### src/pkg/dtc_defs.vh
// Register offsets, field positions, reset values and timing counts of the dual timer
`ifndef DTC_DEFS_VH
`define DTC_DEFS_VH
// Register indices; each register takes one word, so the byte address is four times these
`define DTC_IDX_CTRL 8'h88
`define DTC_IDX_MODE 8'h89
`define DTC_IDX_T0LO 8'h8A
`define DTC_IDX_T1LO 8'h8B
`define DTC_IDX_T0HI 8'h8C
`define DTC_IDX_T1HI 8'h8D
`define DTC_IDX_IEN 8'hA8
`define DTC_IDX_ACK 8'hAC
// Byte addresses on the register bus
`define DTC_ADDR_CTRL {2'b00, `DTC_IDX_CTRL, 2'b00}
`define DTC_ADDR_MODE {2'b00, `DTC_IDX_MODE, 2'b00}
`define DTC_ADDR_T0LO {2'b00, `DTC_IDX_T0LO, 2'b00}
`define DTC_ADDR_T1LO {2'b00, `DTC_IDX_T1LO, 2'b00}
`define DTC_ADDR_T0HI {2'b00, `DTC_IDX_T0HI, 2'b00}
`define DTC_ADDR_T1HI {2'b00, `DTC_IDX_T1HI, 2'b00}
`define DTC_ADDR_IEN {2'b00, `DTC_IDX_IEN, 2'b00}
`define DTC_ADDR_ACK {2'b00, `DTC_IDX_ACK, 2'b00}
// Control register fields
`define DTC_CTRL_TF1 7
`define DTC_CTRL_TR1 6
`define DTC_CTRL_TF0 5
`define DTC_CTRL_TR0 4
`define DTC_CTRL_IE1 3
`define DTC_CTRL_IT1 2
`define DTC_CTRL_IE0 1
`define DTC_CTRL_IT0 0
// Mode register fields, per-timer nibble
`define DTC_MODE_GATE 3
`define DTC_MODE_SRC 2
`define DTC_MODE_M_HI 1
`define DTC_MODE_M_LO 0
// Mode encodings
`define DTC_M13 2'b00
`define DTC_M16 2'b01
`define DTC_M8AR 2'b10
`define DTC_MSPLIT 2'b11
// Interrupt enable fields
`define DTC_IEN_EA 7
`define DTC_IEN_ET1 3
`define DTC_IEN_EX1 2
`define DTC_IEN_ET0 1
`define DTC_IEN_EX0 0
// Acknowledge register fields (write one to vector)
`define DTC_ACK_T1 3
`define DTC_ACK_X1 2
`define DTC_ACK_T0 1
`define DTC_ACK_X0 0
// Reset values
`define DTC_RST_BYTE 8'h00
// Peripheral cycle in clocks
`define DTC_PER_CLKS 3'h6
`endif

### src/rtl/dtc_timers.v
// Two timer/counters with shared control, mode and interrupt request logic
`timescale 1ns/1ns
`include "dtc_defs.vh"

// How it works
// - Timer 0 mode 2 counts low byte, overflow sets flag, reloads from high.
// - Overflow flag clears when CPU vectors to that timer interrupt.
// - High byte writes accepted anytime, used at next reload.
// - Auto-reload period is six clocks times 256 minus reload value.
// - Split mode: timer 0 low byte uses timer 0 gate, source, run, flag.
// - Split mode: high byte counts clock/6, runs on timer 1 run, sets flag 1.
// - Timer 1 in mode 3 halts and keeps its count.
// - Mode 0 is 13-bit: five-bit prescaler carries into high byte.
// - Mode 1 cascades low and high bytes into one 16-bit counter.
// - Timer 1 mode 2 counts low byte, overflow sets flag, reloads from high.
// - Gate clear: count when run set; gate set: also need interrupt pin high.
// - Source clear counts divided clock; set counts falling edges on count pin.
// - Rollover to zero sets the overflow flag, raising an interrupt request.
// - Timer interrupt needs both its enable and the global enable.
// - Run bits at control bits 6 and 4 turn timers on and off.
// - Type bits 2 and 0 choose low level or falling edge triggering.
// - External flags at bits 3, 1; hardware clear on vector only if edge.
// - Mode field: 00 13-bit, 01 16-bit, 10 auto-reload, 11 split or halt.
// - Timer 1 overflow drives the serial port baud clock.
// - Timer operation increments once per six-clock peripheral cycle.
// - Count pin sampled each peripheral cycle; high then low counts once.
module dtc_timers (
	input wire pclk,
	input wire presetn,
	input wire psel,
	input wire penable,
	input wire pwrite,
	input wire [11:0] paddr,
	input wire [31:0] pwdata,
	output reg [31:0] prdata,
	output wire pready,
	output wire pslverr,
	input wire ext_irq0_pin,
	input wire ext_irq1_pin,
	input wire timer0_count_pin,
	input wire timer1_count_pin,
	output wire timer0_irq,
	output wire timer1_irq,
	output wire ext_irq0_req,
	output wire ext_irq1_req,
	output wire baud_tick
);
	// Software-visible control, mode and enable registers
	reg [7:0] ctrl_q;
	reg [7:0] mode_q;
	reg [7:0] ien_q;

	// Count bytes of both timers
	reg [7:0] t0lo_q;
	reg [7:0] t0hi_q;
	reg [7:0] t1lo_q;
	reg [7:0] t1hi_q;

	// Prescaler, interrupt pin history and baud pulse
	reg [2:0] div_q;
	reg [1:0] pin0_q;
	reg [1:0] pin1_q;
	reg baud_q;

	// Peripheral cycle strobe and bus strobes
	wire tick;
	wire wr_en;
	wire rd_en;
	wire wr_ctrl;
	wire wr_mode;
	wire wr_ien;
	wire wr_ack;
	wire wr_t0lo;
	wire wr_t0hi;
	wire wr_t1lo;
	wire wr_t1hi;

	// Per-timer views of the mode and control fields
	wire [1:0] mode0;
	wire [1:0] mode1;
	wire split0;
	wire [1:0] inc;
	wire [1:0] xfall;
	wire [1:0] tr_bit;
	wire [1:0] xpin;
	wire [1:0] ack_t;
	wire [1:0] ack_x;

	// Next-state values
	reg [7:0] t0lo_d;
	reg [7:0] t0hi_d;
	reg [7:0] t1lo_d;
	reg [7:0] t1hi_d;
	reg [7:0] ctrl_d;
	reg ov0;
	reg ov1;
	reg addr_ok;

	// Bus handshake: zero wait states, error on unmapped address
	assign pready = 1'b1;
	assign wr_en = psel & penable & pwrite;
	assign rd_en = psel & penable & ~pwrite;
	assign pslverr = psel & penable & ~addr_ok;

	// One write strobe per register keeps the decode in a single place
	// Unmapped writes fall through every strobe and change nothing
	assign wr_ctrl = wr_en & (paddr == `DTC_ADDR_CTRL);
	assign wr_mode = wr_en & (paddr == `DTC_ADDR_MODE);
	assign wr_ien = wr_en & (paddr == `DTC_ADDR_IEN);
	assign wr_ack = wr_en & (paddr == `DTC_ADDR_ACK);
	assign wr_t0lo = wr_en & (paddr == `DTC_ADDR_T0LO);
	assign wr_t0hi = wr_en & (paddr == `DTC_ADDR_T0HI);
	assign wr_t1lo = wr_en & (paddr == `DTC_ADDR_T1LO);
	assign wr_t1hi = wr_en & (paddr == `DTC_ADDR_T1HI);

	always @* begin
		case (paddr)
			`DTC_ADDR_CTRL, `DTC_ADDR_MODE, `DTC_ADDR_T0LO, `DTC_ADDR_T1LO,
			`DTC_ADDR_T0HI, `DTC_ADDR_T1HI, `DTC_ADDR_IEN, `DTC_ADDR_ACK: addr_ok = 1'b1;
			default: addr_ok = 1'b0;
		endcase
	end

	assign mode0 = mode_q[1:0];
	assign mode1 = mode_q[5:4];
	assign tr_bit = {ctrl_q[`DTC_CTRL_TR1], ctrl_q[`DTC_CTRL_TR0]};
	assign xpin = {ext_irq1_pin, ext_irq0_pin};
	// Timer 0 split mode lends its high byte to timer 1's run bit and flag
	assign split0 = (mode0 == `DTC_MSPLIT);

	// peripheral cycle divider, one tick per six clocks
	// Free-running from reset; software cannot realign it, so a first period may be short
	assign tick = (div_q == `DTC_PER_CLKS - 3'h1);
	always @(posedge pclk or negedge presetn) begin
		if (!presetn) begin
			div_q <= 3'h0;
		end else if (tick) begin
			div_q <= 3'h0;
		end else begin
			div_q <= div_q + 3'h1;
		end
	end

	// Per-timer input select; pins sampled once per peripheral cycle
	genvar g;
	generate
		for (g = 0; g < 2; g = g + 1) begin : g_src
			wire cpin;
			wire [3:0] nib;
			reg [1:0] samp_q;
			assign cpin = (g == 0) ? timer0_count_pin : timer1_count_pin;
			assign nib = mode_q[4*g+3:4*g];
			// sample per peripheral cycle, high then low is one count
			// Cleared history cannot show a fall until a high has been sampled
			always @(posedge pclk or negedge presetn) begin
				if (!presetn) begin
					samp_q <= 2'b00;
				end else if (tick) begin
					samp_q <= {samp_q[0], cpin};
				end
			end
			assign xfall[g] = samp_q[1] & ~samp_q[0];
			// gating by run bit and interrupt pin
			// clock or pin as the source; run bit enables
			assign inc[g] = tick & tr_bit[g] & (~nib[`DTC_MODE_GATE] | xpin[g]) &
				(nib[`DTC_MODE_SRC] ? xfall[g] : 1'b1);
		end
	endgenerate

	// Interrupt acknowledges: write-one pulses standing in for the vector cycle
	assign ack_x = {2{wr_ack}} &
		{pwdata[`DTC_ACK_X1], pwdata[`DTC_ACK_X0]};
	assign ack_t = {2{wr_ack}} &
		{pwdata[`DTC_ACK_T1], pwdata[`DTC_ACK_T0]};

	// Counter next state for both timers
	always @* begin
		t0lo_d = t0lo_q;
		t0hi_d = t0hi_q;
		t1lo_d = t1lo_q;
		t1hi_d = t1hi_q;
		ov0 = 1'b0;
		ov1 = 1'b0;
		// Timer 0
		if (inc[0]) begin
			case (mode0)
				// 13-bit, five-bit prescaler, upper three bits ignored
				`DTC_M13: begin
					t0lo_d = {t0lo_q[7:5], t0lo_q[4:0] + 5'h01};
					if (t0lo_q[4:0] == 5'h1F) begin
						t0hi_d = t0hi_q + 8'h01;
						ov0 = (t0hi_q == 8'hFF);
					end
				end
				`DTC_M16: begin
					t0lo_d = t0lo_q + 8'h01;
					if (t0lo_q == 8'hFF) begin
						t0hi_d = t0hi_q + 8'h01;
						ov0 = (t0hi_q == 8'hFF);
					end
				end
				// reload from high byte; period 6*(256-high)
				// Flag and reload share one compare, so they cannot drift apart
				`DTC_M8AR: begin
					ov0 = (t0lo_q == 8'hFF);
					t0lo_d = ov0 ? t0hi_q : t0lo_q + 8'h01;
				end
				// split mode low byte on timer 0 controls
				default: begin
					ov0 = (t0lo_q == 8'hFF);
					t0lo_d = t0lo_q + 8'h01;
				end
			endcase
		end
		// split high byte on clock/6; timer 1 run bit only
		// Timer 1 gate and pin are ignored here on purpose
		if (split0 && tick && ctrl_q[`DTC_CTRL_TR1]) begin
			t0hi_d = t0hi_q + 8'h01;
			ov1 = (t0hi_q == 8'hFF);
		end
		// Timer 1
		if (inc[1]) begin
			case (mode1)
				`DTC_M13: begin
					t1lo_d = {t1lo_q[7:5], t1lo_q[4:0] + 5'h01};
					if (t1lo_q[4:0] == 5'h1F) begin
						t1hi_d = t1hi_q + 8'h01;
						ov1 = ov1 | (t1hi_q == 8'hFF);
					end
				end
				`DTC_M16: begin
					t1lo_d = t1lo_q + 8'h01;
					if (t1lo_q == 8'hFF) begin
						t1hi_d = t1hi_q + 8'h01;
						ov1 = ov1 | (t1hi_q == 8'hFF);
					end
				end
				`DTC_M8AR: begin
					if (t1lo_q == 8'hFF) begin
						t1lo_d = t1hi_q;
						ov1 = 1'b1;
					end else begin
						t1lo_d = t1lo_q + 8'h01;
					end
				end
				// mode 3 halts timer 1, count held
				default: begin
					t1lo_d = t1lo_q;
				end
			endcase
		end
		// Software writes; high byte accepted any time. A write wins a collision with counting,
		// which only happens where software broke the stop-before-write convention.
		if (wr_t0lo) t0lo_d = pwdata[7:0];
		if (wr_t0hi) t0hi_d = pwdata[7:0];
		if (wr_t1lo) t1lo_d = pwdata[7:0];
		if (wr_t1hi) t1hi_d = pwdata[7:0];
	end

	// Control register next state; hardware set wins over any clear
	always @* begin
		ctrl_d = ctrl_q;
		if (wr_ctrl) ctrl_d = pwdata[7:0];
		if (ack_t[0]) ctrl_d[`DTC_CTRL_TF0] = 1'b0;
		if (ack_t[1]) ctrl_d[`DTC_CTRL_TF1] = 1'b0;
		// vector clears external flag only when edge triggered
		if (ack_x[0] & ctrl_q[`DTC_CTRL_IT0]) ctrl_d[`DTC_CTRL_IE0] = 1'b0;
		if (ack_x[1] & ctrl_q[`DTC_CTRL_IT1]) ctrl_d[`DTC_CTRL_IE1] = 1'b0;
		// level mode tracks pin low; edge mode latches falling edge
		// Level mode ignores the acknowledge: the flag simply follows the pin
		if (!ctrl_q[`DTC_CTRL_IT0]) ctrl_d[`DTC_CTRL_IE0] = ~pin0_q[0];
		else if (pin0_q[1] & ~pin0_q[0]) ctrl_d[`DTC_CTRL_IE0] = 1'b1;
		if (!ctrl_q[`DTC_CTRL_IT1]) ctrl_d[`DTC_CTRL_IE1] = ~pin1_q[0];
		else if (pin1_q[1] & ~pin1_q[0]) ctrl_d[`DTC_CTRL_IE1] = 1'b1;
		if (ov0) ctrl_d[`DTC_CTRL_TF0] = 1'b1;
		if (ov1) ctrl_d[`DTC_CTRL_TF1] = 1'b1;
	end

	// Registers; relies on software stopping a timer before a mode change
	always @(posedge pclk or negedge presetn) begin
		if (!presetn) begin
			ctrl_q <= `DTC_RST_BYTE;
			mode_q <= `DTC_RST_BYTE;
			ien_q <= `DTC_RST_BYTE;
			t0lo_q <= `DTC_RST_BYTE;
			t0hi_q <= `DTC_RST_BYTE;
			t1lo_q <= `DTC_RST_BYTE;
			t1hi_q <= `DTC_RST_BYTE;
			pin0_q <= 2'b11;
			pin1_q <= 2'b11;
			baud_q <= 1'b0;
		end else begin
			ctrl_q <= ctrl_d;
			t0lo_q <= t0lo_d;
			t0hi_q <= t0hi_d;
			t1lo_q <= t1lo_d;
			t1hi_q <= t1hi_d;
			pin0_q <= {pin0_q[0], ext_irq0_pin};
			pin1_q <= {pin1_q[0], ext_irq1_pin};
			// timer 1 overflow as baud clock; a split high byte overflow also passes while timer 1 counts outside mode 3
			// Registered so the serial side sees one clean pulse per overflow
			baud_q <= inc[1] & (mode1 != `DTC_MSPLIT) & ov1;
			// Mode and enable registers change only from software
			if (wr_mode) mode_q <= pwdata[7:0];
			if (wr_ien) ien_q <= pwdata[7:0];
		end
	end
	assign baud_tick = baud_q;

	// interrupt requests need per-source and global enables
	// Flags stay set while masked, so enabling later raises a pending request
	assign timer0_irq = ien_q[`DTC_IEN_EA] & ien_q[`DTC_IEN_ET0] & ctrl_q[`DTC_CTRL_TF0];
	assign timer1_irq = ien_q[`DTC_IEN_EA] & ien_q[`DTC_IEN_ET1] & ctrl_q[`DTC_CTRL_TF1];
	assign ext_irq0_req = ien_q[`DTC_IEN_EA] & ien_q[`DTC_IEN_EX0] & ctrl_q[`DTC_CTRL_IE0];
	assign ext_irq1_req = ien_q[`DTC_IEN_EA] & ien_q[`DTC_IEN_EX1] & ctrl_q[`DTC_CTRL_IE1];

	// Read mux; narrow registers sit in the low byte
	// The acknowledge register is write only and reads as zero
	always @* begin
		prdata = 32'h0000_0000;
		if (rd_en) begin
			case (paddr)
				`DTC_ADDR_CTRL: prdata[7:0] = ctrl_q;
				`DTC_ADDR_MODE: prdata[7:0] = mode_q;
				`DTC_ADDR_T0LO: prdata[7:0] = t0lo_q;
				`DTC_ADDR_T1LO: prdata[7:0] = t1lo_q;
				`DTC_ADDR_T0HI: prdata[7:0] = t0hi_q;
				`DTC_ADDR_T1HI: prdata[7:0] = t1hi_q;
				`DTC_ADDR_IEN: prdata[7:0] = ien_q;
				default: prdata = 32'h0000_0000;
			endcase
		end
	end
endmodule // dtc_timers
### config.mk
export PLATFORM = sky130hd
export DESIGN_NAME = dtc_timers
export DESIGN_NICKNAME = d
export VERILOG_FILES = /design/src/rtl/dtc_timers.v
export VERILOG_INCLUDE_DIRS = /design/src /design/src/pkg
export SDC_FILE = /design/constraint.sdc
export NUM_CORES = 1
export LEC_CHECK = 0
export BUFFER_PORTS_ARGS = -buffer_cell sky130_fd_sc_hd__buf_2
export CORE_ASPECT_RATIO = 1.1
export CORE_MARGIN = 1.5
export CORE_UTILIZATION = 39
export CTS_BUF_LIST = sky130_fd_sc_hd__clkbuf_16
export DETAILED_ROUTE_END_ITERATION = 16
export PLACE_DENSITY_LB_ADDON = 0.2
export RECOVER_POWER = 100
export SETUP_SLACK_MARGIN = 0.5
export SLEW_MARGIN = 0
export SYNTH_ARGS = -nofsm -noshare
export SYNTH_HDL_FRONTEND = slang
export SYNTH_SLANG_ARGS = --single-unit
### constraint.sdc
create_clock -name pclk -period 4.6 [get_ports pclk]
set_input_delay 0.46 -clock pclk [delete_from_list [all_inputs] [get_ports pclk]]
set_output_delay 0.46 -clock pclk [all_outputs]
set_load 0.03 [all_outputs]
==> impl_metrics.xml, run 1 <==
<?xml version="1.0" encoding="UTF-8"?>
<metrics>
  <group name="clock_network">
    <metric name="cts_tree" unit="">yes</metric>
    <metric name="numClockSinks" unit="">68</metric>
    <metric name="htree_num_levels" unit="">3</metric>
    <metric name="cts.hold.buffers_added" unit="">0</metric>
    <metric name="cts_max_path_buffers" unit="">2</metric>
    <metric name="cts-buffers-inserted" unit="">9</metric>
    <metric name="clk_root_buf" unit="">clkbuf_16</metric>
    <metric name="worst_skew_pair.late_latency" unit="ns">0.35</metric>
    <metric name="cts_resized" unit="">0</metric>
    <metric name="number_of_buffers_added_for_setup_after_cts" unit="">0</metric>
    <metric name="cts.reportedPaths.clkPinSlew" unit="ns">0.05</metric>
  </group>
  <group name="worst_setup_path">
    <metric name="critical_path.reg2reg.endpoint" unit="">t0hi_q[7]$_DFFE_PN0P_</metric>
    <metric name="worst_setup_path_start_kind" unit="">input pin</metric>
    <metric name="worstRegToRegCells" unit="">7</metric>
    <metric name="end_kind" unit="">output pin</metric>
    <metric name="timing.setup.critical_path_class" unit="">in -&gt; out</metric>
    <metric name="r2r-start" unit="">t0lo_q[0]$_DFFE_PN0P_</metric>
    <metric name="rrSetupSlack" unit="ns">2.16</metric>
    <metric name="cp-startpoint" unit="">paddr[8]</metric>
    <metric name="worst_path_max_delay_cell" unit="">nor4b_1</metric>
    <metric name="critPathArrivalTime" unit="ns">3.15</metric>
    <metric name="endpoint" unit="">prdata[5]</metric>
    <metric name="critical_path_peak_fanout" unit="">12</metric>
    <metric name="crit_path_cell_trace" unit="">buf_2 &gt; nor4b_1 &gt; nand3_1 &gt; nor2_1 &gt; a21oi_1 &gt; a31oi_1 &gt; clkbuf_1</metric>
    <metric name="cp_data_required_time" unit="ns">4.14</metric>
    <metric name="slowest_delay" unit="ns">0.67</metric>
  </group>
  <group name="run">
    <metric name="maxCapViolCount" unit="">4</metric>
  </group>
  <group name="yosys">
    <metric name="synth_seq_cells" unit="">68</metric>
    <metric name="synth-main-ff-cell" unit="">dfrtp_1</metric>
    <metric name="yosys.area.top_type_share" unit="">0.333</metric>
    <metric name="synth_edf_count" unit="">0</metric>
    <metric name="postSynthCellCount" unit="">531</metric>
    <metric name="postSynth.asyncResetShare" unit="">1.00</metric>
    <metric name="yosysSeqAreaShare" unit="">0.355</metric>
    <metric name="synth_area_per_cell" unit="sq um">9.06</metric>
    <metric name="post_synth_main_area_contributors" unit="">dfrtp_1 (33%), mux2_2 (6.6%), buf_4 (4.1%)</metric>
    <metric name="synth_area_leader_cell" unit="">dfrtp_1</metric>
    <metric name="yosys_warnings" unit="">0</metric>
    <metric name="distinct_cells_synth" unit="">71</metric>
    <metric name="post_synth_instance_area" unit="sq um">4810</metric>
  </group>
  <group name="die">
    <metric name="placement_rows" unit="">42</metric>
    <metric name="die_area" unit="sq um">13000</metric>
    <metric name="fp.coreArea" unit="sq um">12000</metric>
    <metric name="die_width" unit="microns">109</metric>
    <metric name="die_extent_in_y" unit="microns">119</metric>
    <metric name="floorplan.io_pins" unit="">92</metric>
    <metric name="initial_utilization" unit="">0.400</metric>
  </group>
  <group name="global_route">
    <metric name="grt_start_max_net_pins" unit="">43</metric>
    <metric name="grt_antenna_before_repair" unit="">0</metric>
    <metric name="globalRouteOverflowTotal" unit="">0</metric>
    <metric name="grt_first_pass_wirelength" unit="microns">22500</metric>
    <metric name="grt_use_total" unit="">0.234</metric>
    <metric name="number_of_global_route_vias_before_repair" unit="">3921</metric>
  </group>
  <group name="final_layout">
    <metric name="final_layout_size_suffix_gt1_frac" unit="">0.138</metric>
    <metric name="layout_common_cells" unit="">dfrtp_1 (64), nor2_1 (47), nand2_1 (42)</metric>
    <metric name="mostFrequentLayoutCell" unit="">dfrtp_1</metric>
    <metric name="finish.net_count" unit="">625</metric>
    <metric name="area_growth_syn_to_layout" unit="%">8.98</metric>
    <metric name="antenna_cells_inserted" unit="">0</metric>
  </group>
  <group name="pwr">
    <metric name="power.static_leakage" unit="nW">2.20</metric>
    <metric name="power_frac_seq" unit="">0.422</metric>
    <metric name="clock_power_share" unit="">0.511</metric>
    <metric name="power_per_cell_area" unit="nW/um^2">275</metric>
    <metric name="swShare" unit="">0.242</metric>
    <metric name="comb_power_share" unit="">0.066</metric>
    <metric name="p_sw" unit="mW">0.350</metric>
    <metric name="largest_vdd_supply_drop" unit="mV">0.245</metric>
    <metric name="p_int" unit="mW">1.09</metric>
  </group>
  <group name="timing">
    <metric name="setup_viol" unit="">0</metric>
    <metric name="setup_total_negative_slack" unit="ns">0</metric>
    <metric name="final.setup.worst_slack" unit="ns">0.988</metric>
    <metric name="hold_viol_final" unit="">0</metric>
    <metric name="maxSlewViolCount" unit="">96</metric>
    <metric name="final.setup_skew" unit="ns">0.00674</metric>
    <metric name="fin_crit_sh" unit="">0.785</metric>
    <metric name="worst_hold_slack" unit="ns">0.215</metric>
    <metric name="grt_setup_unrepaired" unit="">false</metric>
    <metric name="minimum_period_implied_by_the_final_worst_setup_slack" unit="ns">3.61</metric>
    <metric name="worst-slew-pin-transition" unit="ns">2.29</metric>
    <metric name="worst_slew_margin_rel" unit="">-0.527</metric>
    <metric name="maxClockFrequency" unit="GHz">0.277</metric>
  </group>
  <group name="drt">
    <metric name="detail-route-antenna-nets" unit="">0</metric>
    <metric name="drt-total-wl" unit="microns">14300</metric>
    <metric name="vias" unit="">4222</metric>
    <metric name="detail_route.vias_per_cell" unit="">5.86</metric>
    <metric name="detail_route.drc_violations" unit="">0</metric>
    <metric name="initialDrtViolationCount" unit="">326</metric>
    <metric name="drt_pass1_iterations" unit="">7</metric>
    <metric name="wl_per_cell" unit="microns">19.9</metric>
  </group>
  <group name="hold_path">
    <metric name="timing.hold.worst.class" unit="">in -&gt; reg</metric>
  </group>
  <group name="place">
    <metric name="pre_cts_slack" unit="ns">1.49</metric>
    <metric name="port-buffer-count" unit="">42</metric>
    <metric name="routabilityCongestion" unit="">0.938</metric>
    <metric name="dp_hpwl" unit="microns">10400</metric>
  </group>
  <group name="run_status">
    <metric name="failing_checks" unit="">capacitance limit, slew limit</metric>
    <metric name="status" unit="">finished with violations</metric>
  </group>
</metrics>
registers in the layout (all words and copies together) (netlist names):
signal	cells
ctrl_q	8
ien_q	8
mode_q	8
t0hi_q	8
t0lo_q	8
t1hi_q	8
t1lo_q	8
g_src.samp_q	4
div_q	3
pin0_q	2
pin1_q	2
baud_tick	1
power by group through the flow:
stage	Combinational, mW	Clock (mW)	Sequential (mW)
6_report	0.0959	0.738	0.610
3_3_place_gp	0.0989	0	0.620
5_1_grt	0.103	0.773	0.610
2_1_floorplan	0.0700	0	0.619
4_1_cts	0.100	0.751	0.610
3_5_place_dp	0.100	0	0.620
stage by stage:
| stage | power [mW] | cell area, sq um | std cells | util |
|---|---|---|---|---|
| after global placement | 0.719 | 5020 | 705 | 0.417 |
| after global routing | 1.49 | 5240 | 721 | 0.435 |
| after detailed placement | 0.721 | 5020 | 705 | 0.417 |
| after floorplan | 0.689 | 4890 | 554 | - |
| after CTS | 1.46 | 5330 | 721 | 0.443 |
| final | 1.44 | 5240 | 721 | 0.435 |
synthesized netlist by cell type, types with 10 or more instances:
library cell,number
nand2_1,42
o21ai_0,30
nand3_1,18
and3_1,13
a31oi_1,11
ha_1,10
nor2_1,47
inv_1,18
a21oi_1,37
dfrtp_1,64
mux2_2,28
buf_4,26
clkbuf_1,10
mux2i_1,18
nor3_1,11
xor2_1,10
how the worst min path moves through the flow:
stage / from / to / slack [ns] / cells after the start
CTS: ext_irq0_pin / pin0_q[0]$_DFF_PN1_ / 0.22 / 1
global route: ext_irq0_pin / pin0_q[0]$_DFF_PN1_ / 0.22 / 1
finish: ext_irq0_pin / pin0_q[0]$_DFF_PN1_ / 0.22 / 1
global placement: pin0_q[0]$_DFF_PN1_ / pin0_q[1]$_DFF_PN1_ / 0.37 / 0
floorplan: presetn / baud_tick$_DFF_PN0_ / 0.16 / 0
detailed placement: pin0_q[0]$_DFF_PN1_ / pin0_q[1]$_DFF_PN1_ / 0.37 / 0
cell type report:
cell class,instances,area (sq um)
Fill cell,1217,6790
Multi-Input combinational cell,421,2770
Sequential cell,68,1710
Clock buffer,9,225
Timing Repair Buffer,44,196
Tap cell,154,193
Clock inverter,7,85.1
Inverter,18,67.6
layer usage:
layer  share of wire  wire length, microns  global-route usage  vias up
li1                -                     -                   -     1975
met1            0.44                  6370               0.327     2068
met2            0.47                  6690               0.360      151
met3           0.063                   908              0.0443       28
met4           0.026                   378              0.0806        0
met5               0                     0                   0        -
kinds of logic after synthesis:
| group | synth area share |
|---|---|
| and+or+nand+nor | 0.212 |
| xor gates and xnor gates | 0.0328 |
| muxes | 0.103 |
| adders and majority gates | 0.0260 |
| buffers and inverters | 0.0749 |
| DFF | 0.355 |
| other | 0.00156 |
| AOI/OAI and AO/OA | 0.195 |
critical path: cells and delay by family:
kind,cells,cell delay [ns]
AOI/OAI and AO/OA,2,0.48
and+or+nand+nor,3,1.76
buffers and inverters,2,0.45
Power figures use the tool's default switching activity.
==> run 2: changes to the inputs <==
==> constraint.sdc (replaced) <==
create_clock -name pclk -period 3.6 [get_ports pclk]
set_input_delay 0.36 -clock pclk [delete_from_list [all_inputs] [get_ports pclk]]
set_output_delay 0.36 -clock pclk [all_outputs]
set_load 0.03 [all_outputs]
==> impl_metrics.xml, run 2 (synthesis results as in run 1) <==
<?xml version="1.0" encoding="UTF-8"?>
<metrics>
  <group name="worst_setup_path">
    <metric name="critical-path-top-cell-by-count" unit="">clkbuf_1</metric>
    <metric name="worst_setup_path_start_kind" unit="">input pin</metric>
    <metric name="worst-path-buf-inv" unit="">2</metric>
    <metric name="slowest_delay" unit="ns">0.57</metric>
    <metric name="critical_path_peak_fanout" unit="">12</metric>
    <metric name="end_kind" unit="">output pin</metric>
    <metric name="cp_top_family" unit="">simple AND/OR/NAND/NOR gates</metric>
    <metric name="worst_path_max_delay_cell" unit="">nor2_1</metric>
    <metric name="crit_path_cell_trace" unit="">clkbuf_1 &gt; nor4_4 &gt; nand3_1 &gt; nor2_1 &gt; a21oi_1 &gt; a31oi_1 &gt; clkbuf_1</metric>
    <metric name="timing.setup.critical_path_class" unit="">in -&gt; out</metric>
    <metric name="critPathArrivalTime" unit="ns">2.61</metric>
    <metric name="cp_data_required_time" unit="ns">3.24</metric>
  </group>
  <group name="place">
    <metric name="routabilityCongestion" unit="">0.939</metric>
    <metric name="numPlacedInstances" unit="">708</metric>
    <metric name="dp_hpwl" unit="microns">10800</metric>
    <metric name="port-buffer-count" unit="">42</metric>
    <metric name="placed_area" unit="sq um">5040</metric>
  </group>
  <group name="global_route">
    <metric name="met2_usage" unit="">0.364</metric>
    <metric name="gr-usage-met1" unit="">0.323</metric>
    <metric name="globalRoute.busiestLayer" unit="">met2</metric>
    <metric name="grt_start_max_net_pins" unit="">33</metric>
    <metric name="met3_usage" unit="">0.0493</metric>
    <metric name="number_of_global_route_vias_before_repair" unit="">3971</metric>
    <metric name="grt_antenna_before_repair" unit="">0</metric>
    <metric name="globalRouteOverflowTotal" unit="">0</metric>
    <metric name="grt_use_total" unit="">0.240</metric>
    <metric name="grt_first_pass_wirelength" unit="microns">22700</metric>
  </group>
  <group name="drt">
    <metric name="detail-route-antenna-nets" unit="">0</metric>
    <metric name="drt-total-wl" unit="microns">14600</metric>
    <metric name="drt_pass1_iterations" unit="">5</metric>
    <metric name="initialDrtViolationCount" unit="">338</metric>
    <metric name="wl_per_cell" unit="microns">20.2</metric>
    <metric name="detail_route.drc_violations" unit="">0</metric>
    <metric name="detail_route.vias_per_cell" unit="">5.86</metric>
    <metric name="vias" unit="">4245</metric>
  </group>
  <group name="timing">
    <metric name="worst_hold_slack" unit="ns">0.124</metric>
    <metric name="worst-slew-pin-transition" unit="ns">1.62</metric>
    <metric name="grt_setup_unrepaired" unit="">false</metric>
    <metric name="fin_crit_sh" unit="">0.824</metric>
    <metric name="maxClockFrequency" unit="GHz">0.337</metric>
    <metric name="maxSlewViolCount" unit="">9</metric>
    <metric name="setup_total_negative_slack" unit="ns">0</metric>
    <metric name="worst_slew_margin_rel" unit="">-0.0903</metric>
    <metric name="setup_viol" unit="">0</metric>
    <metric name="final.setup_skew" unit="ns">0.00920</metric>
    <metric name="hold_viol_final" unit="">0</metric>
    <metric name="minimum_period_implied_by_the_final_worst_setup_slack" unit="ns">2.97</metric>
  </group>
  <group name="clock_network">
    <metric name="htree_num_levels" unit="">3</metric>
    <metric name="clk_root_buf" unit="">clkbuf_16</metric>
    <metric name="worst_skew_pair.late_latency" unit="ns">0.35</metric>
    <metric name="cts_resized" unit="">0</metric>
    <metric name="cts_tree" unit="">yes</metric>
    <metric name="cts-buffers-inserted" unit="">9</metric>
    <metric name="number_of_buffers_added_for_setup_after_cts" unit="">0</metric>
    <metric name="cts_max_path_buffers" unit="">2</metric>
    <metric name="cts.reportedPaths.clkPinSlew" unit="ns">0.05</metric>
    <metric name="numClockSinks" unit="">68</metric>
  </group>
  <group name="pwr">
    <metric name="power_per_cell_area" unit="nW/um^2">352</metric>
    <metric name="post-layout-total-power" unit="mW">1.85</metric>
    <metric name="largest_vdd_supply_drop" unit="mV">0.255</metric>
    <metric name="power.static_leakage" unit="nW">2.20</metric>
  </group>
  <group name="final_layout">
    <metric name="fillerInstances" unit="">1224</metric>
    <metric name="final_layout_size_suffix_gt1_frac" unit="">0.135</metric>
    <metric name="finish.net_count" unit="">629</metric>
    <metric name="area_growth_syn_to_layout" unit="%">9.34</metric>
    <metric name="layout_common_cells" unit="">dfrtp_1 (64), nor2_1 (47), nand2_1 (42)</metric>
    <metric name="stdcell_area" unit="sq um">5260</metric>
    <metric name="layoutNonFillerInstCount" unit="">724</metric>
    <metric name="antenna_cells_inserted" unit="">0</metric>
    <metric name="mostFrequentLayoutCell" unit="">dfrtp_1</metric>
  </group>
  <group name="die">
    <metric name="die_area" unit="sq um">13000</metric>
    <metric name="initial_utilization" unit="">0.400</metric>
    <metric name="fp.coreArea" unit="sq um">12000</metric>
    <metric name="placement_rows" unit="">42</metric>
    <metric name="die_extent_in_y" unit="microns">119</metric>
    <metric name="floorplan.io_pins" unit="">92</metric>
    <metric name="die_width" unit="microns">109</metric>
  </group>
  <group name="run">
    <metric name="maxCapViolCount" unit="">1</metric>
  </group>
  <group name="hold_path">
    <metric name="timing.hold.worst.class" unit="">in -&gt; reg</metric>
  </group>
  <group name="run_status">
    <metric name="failing_checks" unit="">capacitance limit, slew limit</metric>
    <metric name="status" unit="">finished with violations</metric>
  </group>
</metrics>
==> run 2: cell count changes in the layout (fill, tap and decap cells not counted), sizes merged <==
cell | before | now
buf | 25 | 28
clkinv | 2 | 4
clkinvlp | 1 | 0
dlygate4sd3 | 0 | 1
inv | 20 | 18
==> run 2: through the flow <==
| stage | worst slack, ns | utilization |
|---|---|---|
| floorplan | 1.16 | - |
| global placement | 0.909 | 0.419 |
| detailed placement | 0.871 | 0.419 |
| CTS | 0.852 | 0.445 |
| global route | 0.405 | 0.437 |
| finish | 0.634 | 0.437 |
==> run 2: timing repair <==
item / 4_1_cts / 5_1_grt
hold buffers: 1 / 0
setup endpoints to repair: 0 / 0
hold endpoints to repair: 3 / 0
==> run 2: area by class of cell <==
type,instances,area (sq um),share of cell area
multi-input cells,421,2760,0.525
flip-flops and latches,68,1710,0.325
repair buffers,48,228,0.0433
clock buffers,9,225,0.0428
well taps,154,193,0.0366
clock inverters,6,80.1,0.0152
inverters,18,67.6,0.0129
==> run 2: worst register-to-register path, delay by kind of cell, from the launching register on <==
| family | cells | cell delay [ns] |
|---|---|---|
| fa+ha+maj | 1 | 0.34 |
| simple gates | 2 | 1.19 |
| mux | 1 | 0.16 |
| flops | 1 | 0.47 |
| compound gates | 2 | 0.45 |
==> run 2: worst paths after layout <==
check	start	slack (ns)	cells past startpoint	endpoint
setup reg to reg	t0lo_q[0]$_DFFE_PN0P_	0.93	6	t0lo_q[2]$_DFFE_PN0P_
min in group asynchronous	presetn	0.82	2	mode_q[6]$_DFFE_PN0P_
hold / removal	ext_irq0_pin	0.12	1	pin0_q[0]$_DFF_PN1_
max in group asynchronous	presetn	1.23	3	t1lo_q[0]$_DFFE_PN0P_
hold reg to reg	pin1_q[0]$_DFF_PN1_	0.39	0	pin1_q[1]$_DFF_PN1_
setup / recovery	paddr[1]	0.63	7	prdata[0]
==> run 2: metal layers <==
metal / vias up / wire [microns] / share of wire
li1: 1984 / - / -
met1: 2103 / 6480 / 0.44
met2: 128 / 6860 / 0.47
met3: 30 / 771 / 0.053
met4: 0 / 505 / 0.035
met5: - / 0 / 0
==> run 2: where the power goes <==
group / internal, mW / total, mW / switching, mW
clock: 0.596 / 0.943 / 0.347
combinational: 0.0283 / 0.126 / 0.0980
sequential: 0.773 / 0.779 / 0.00609
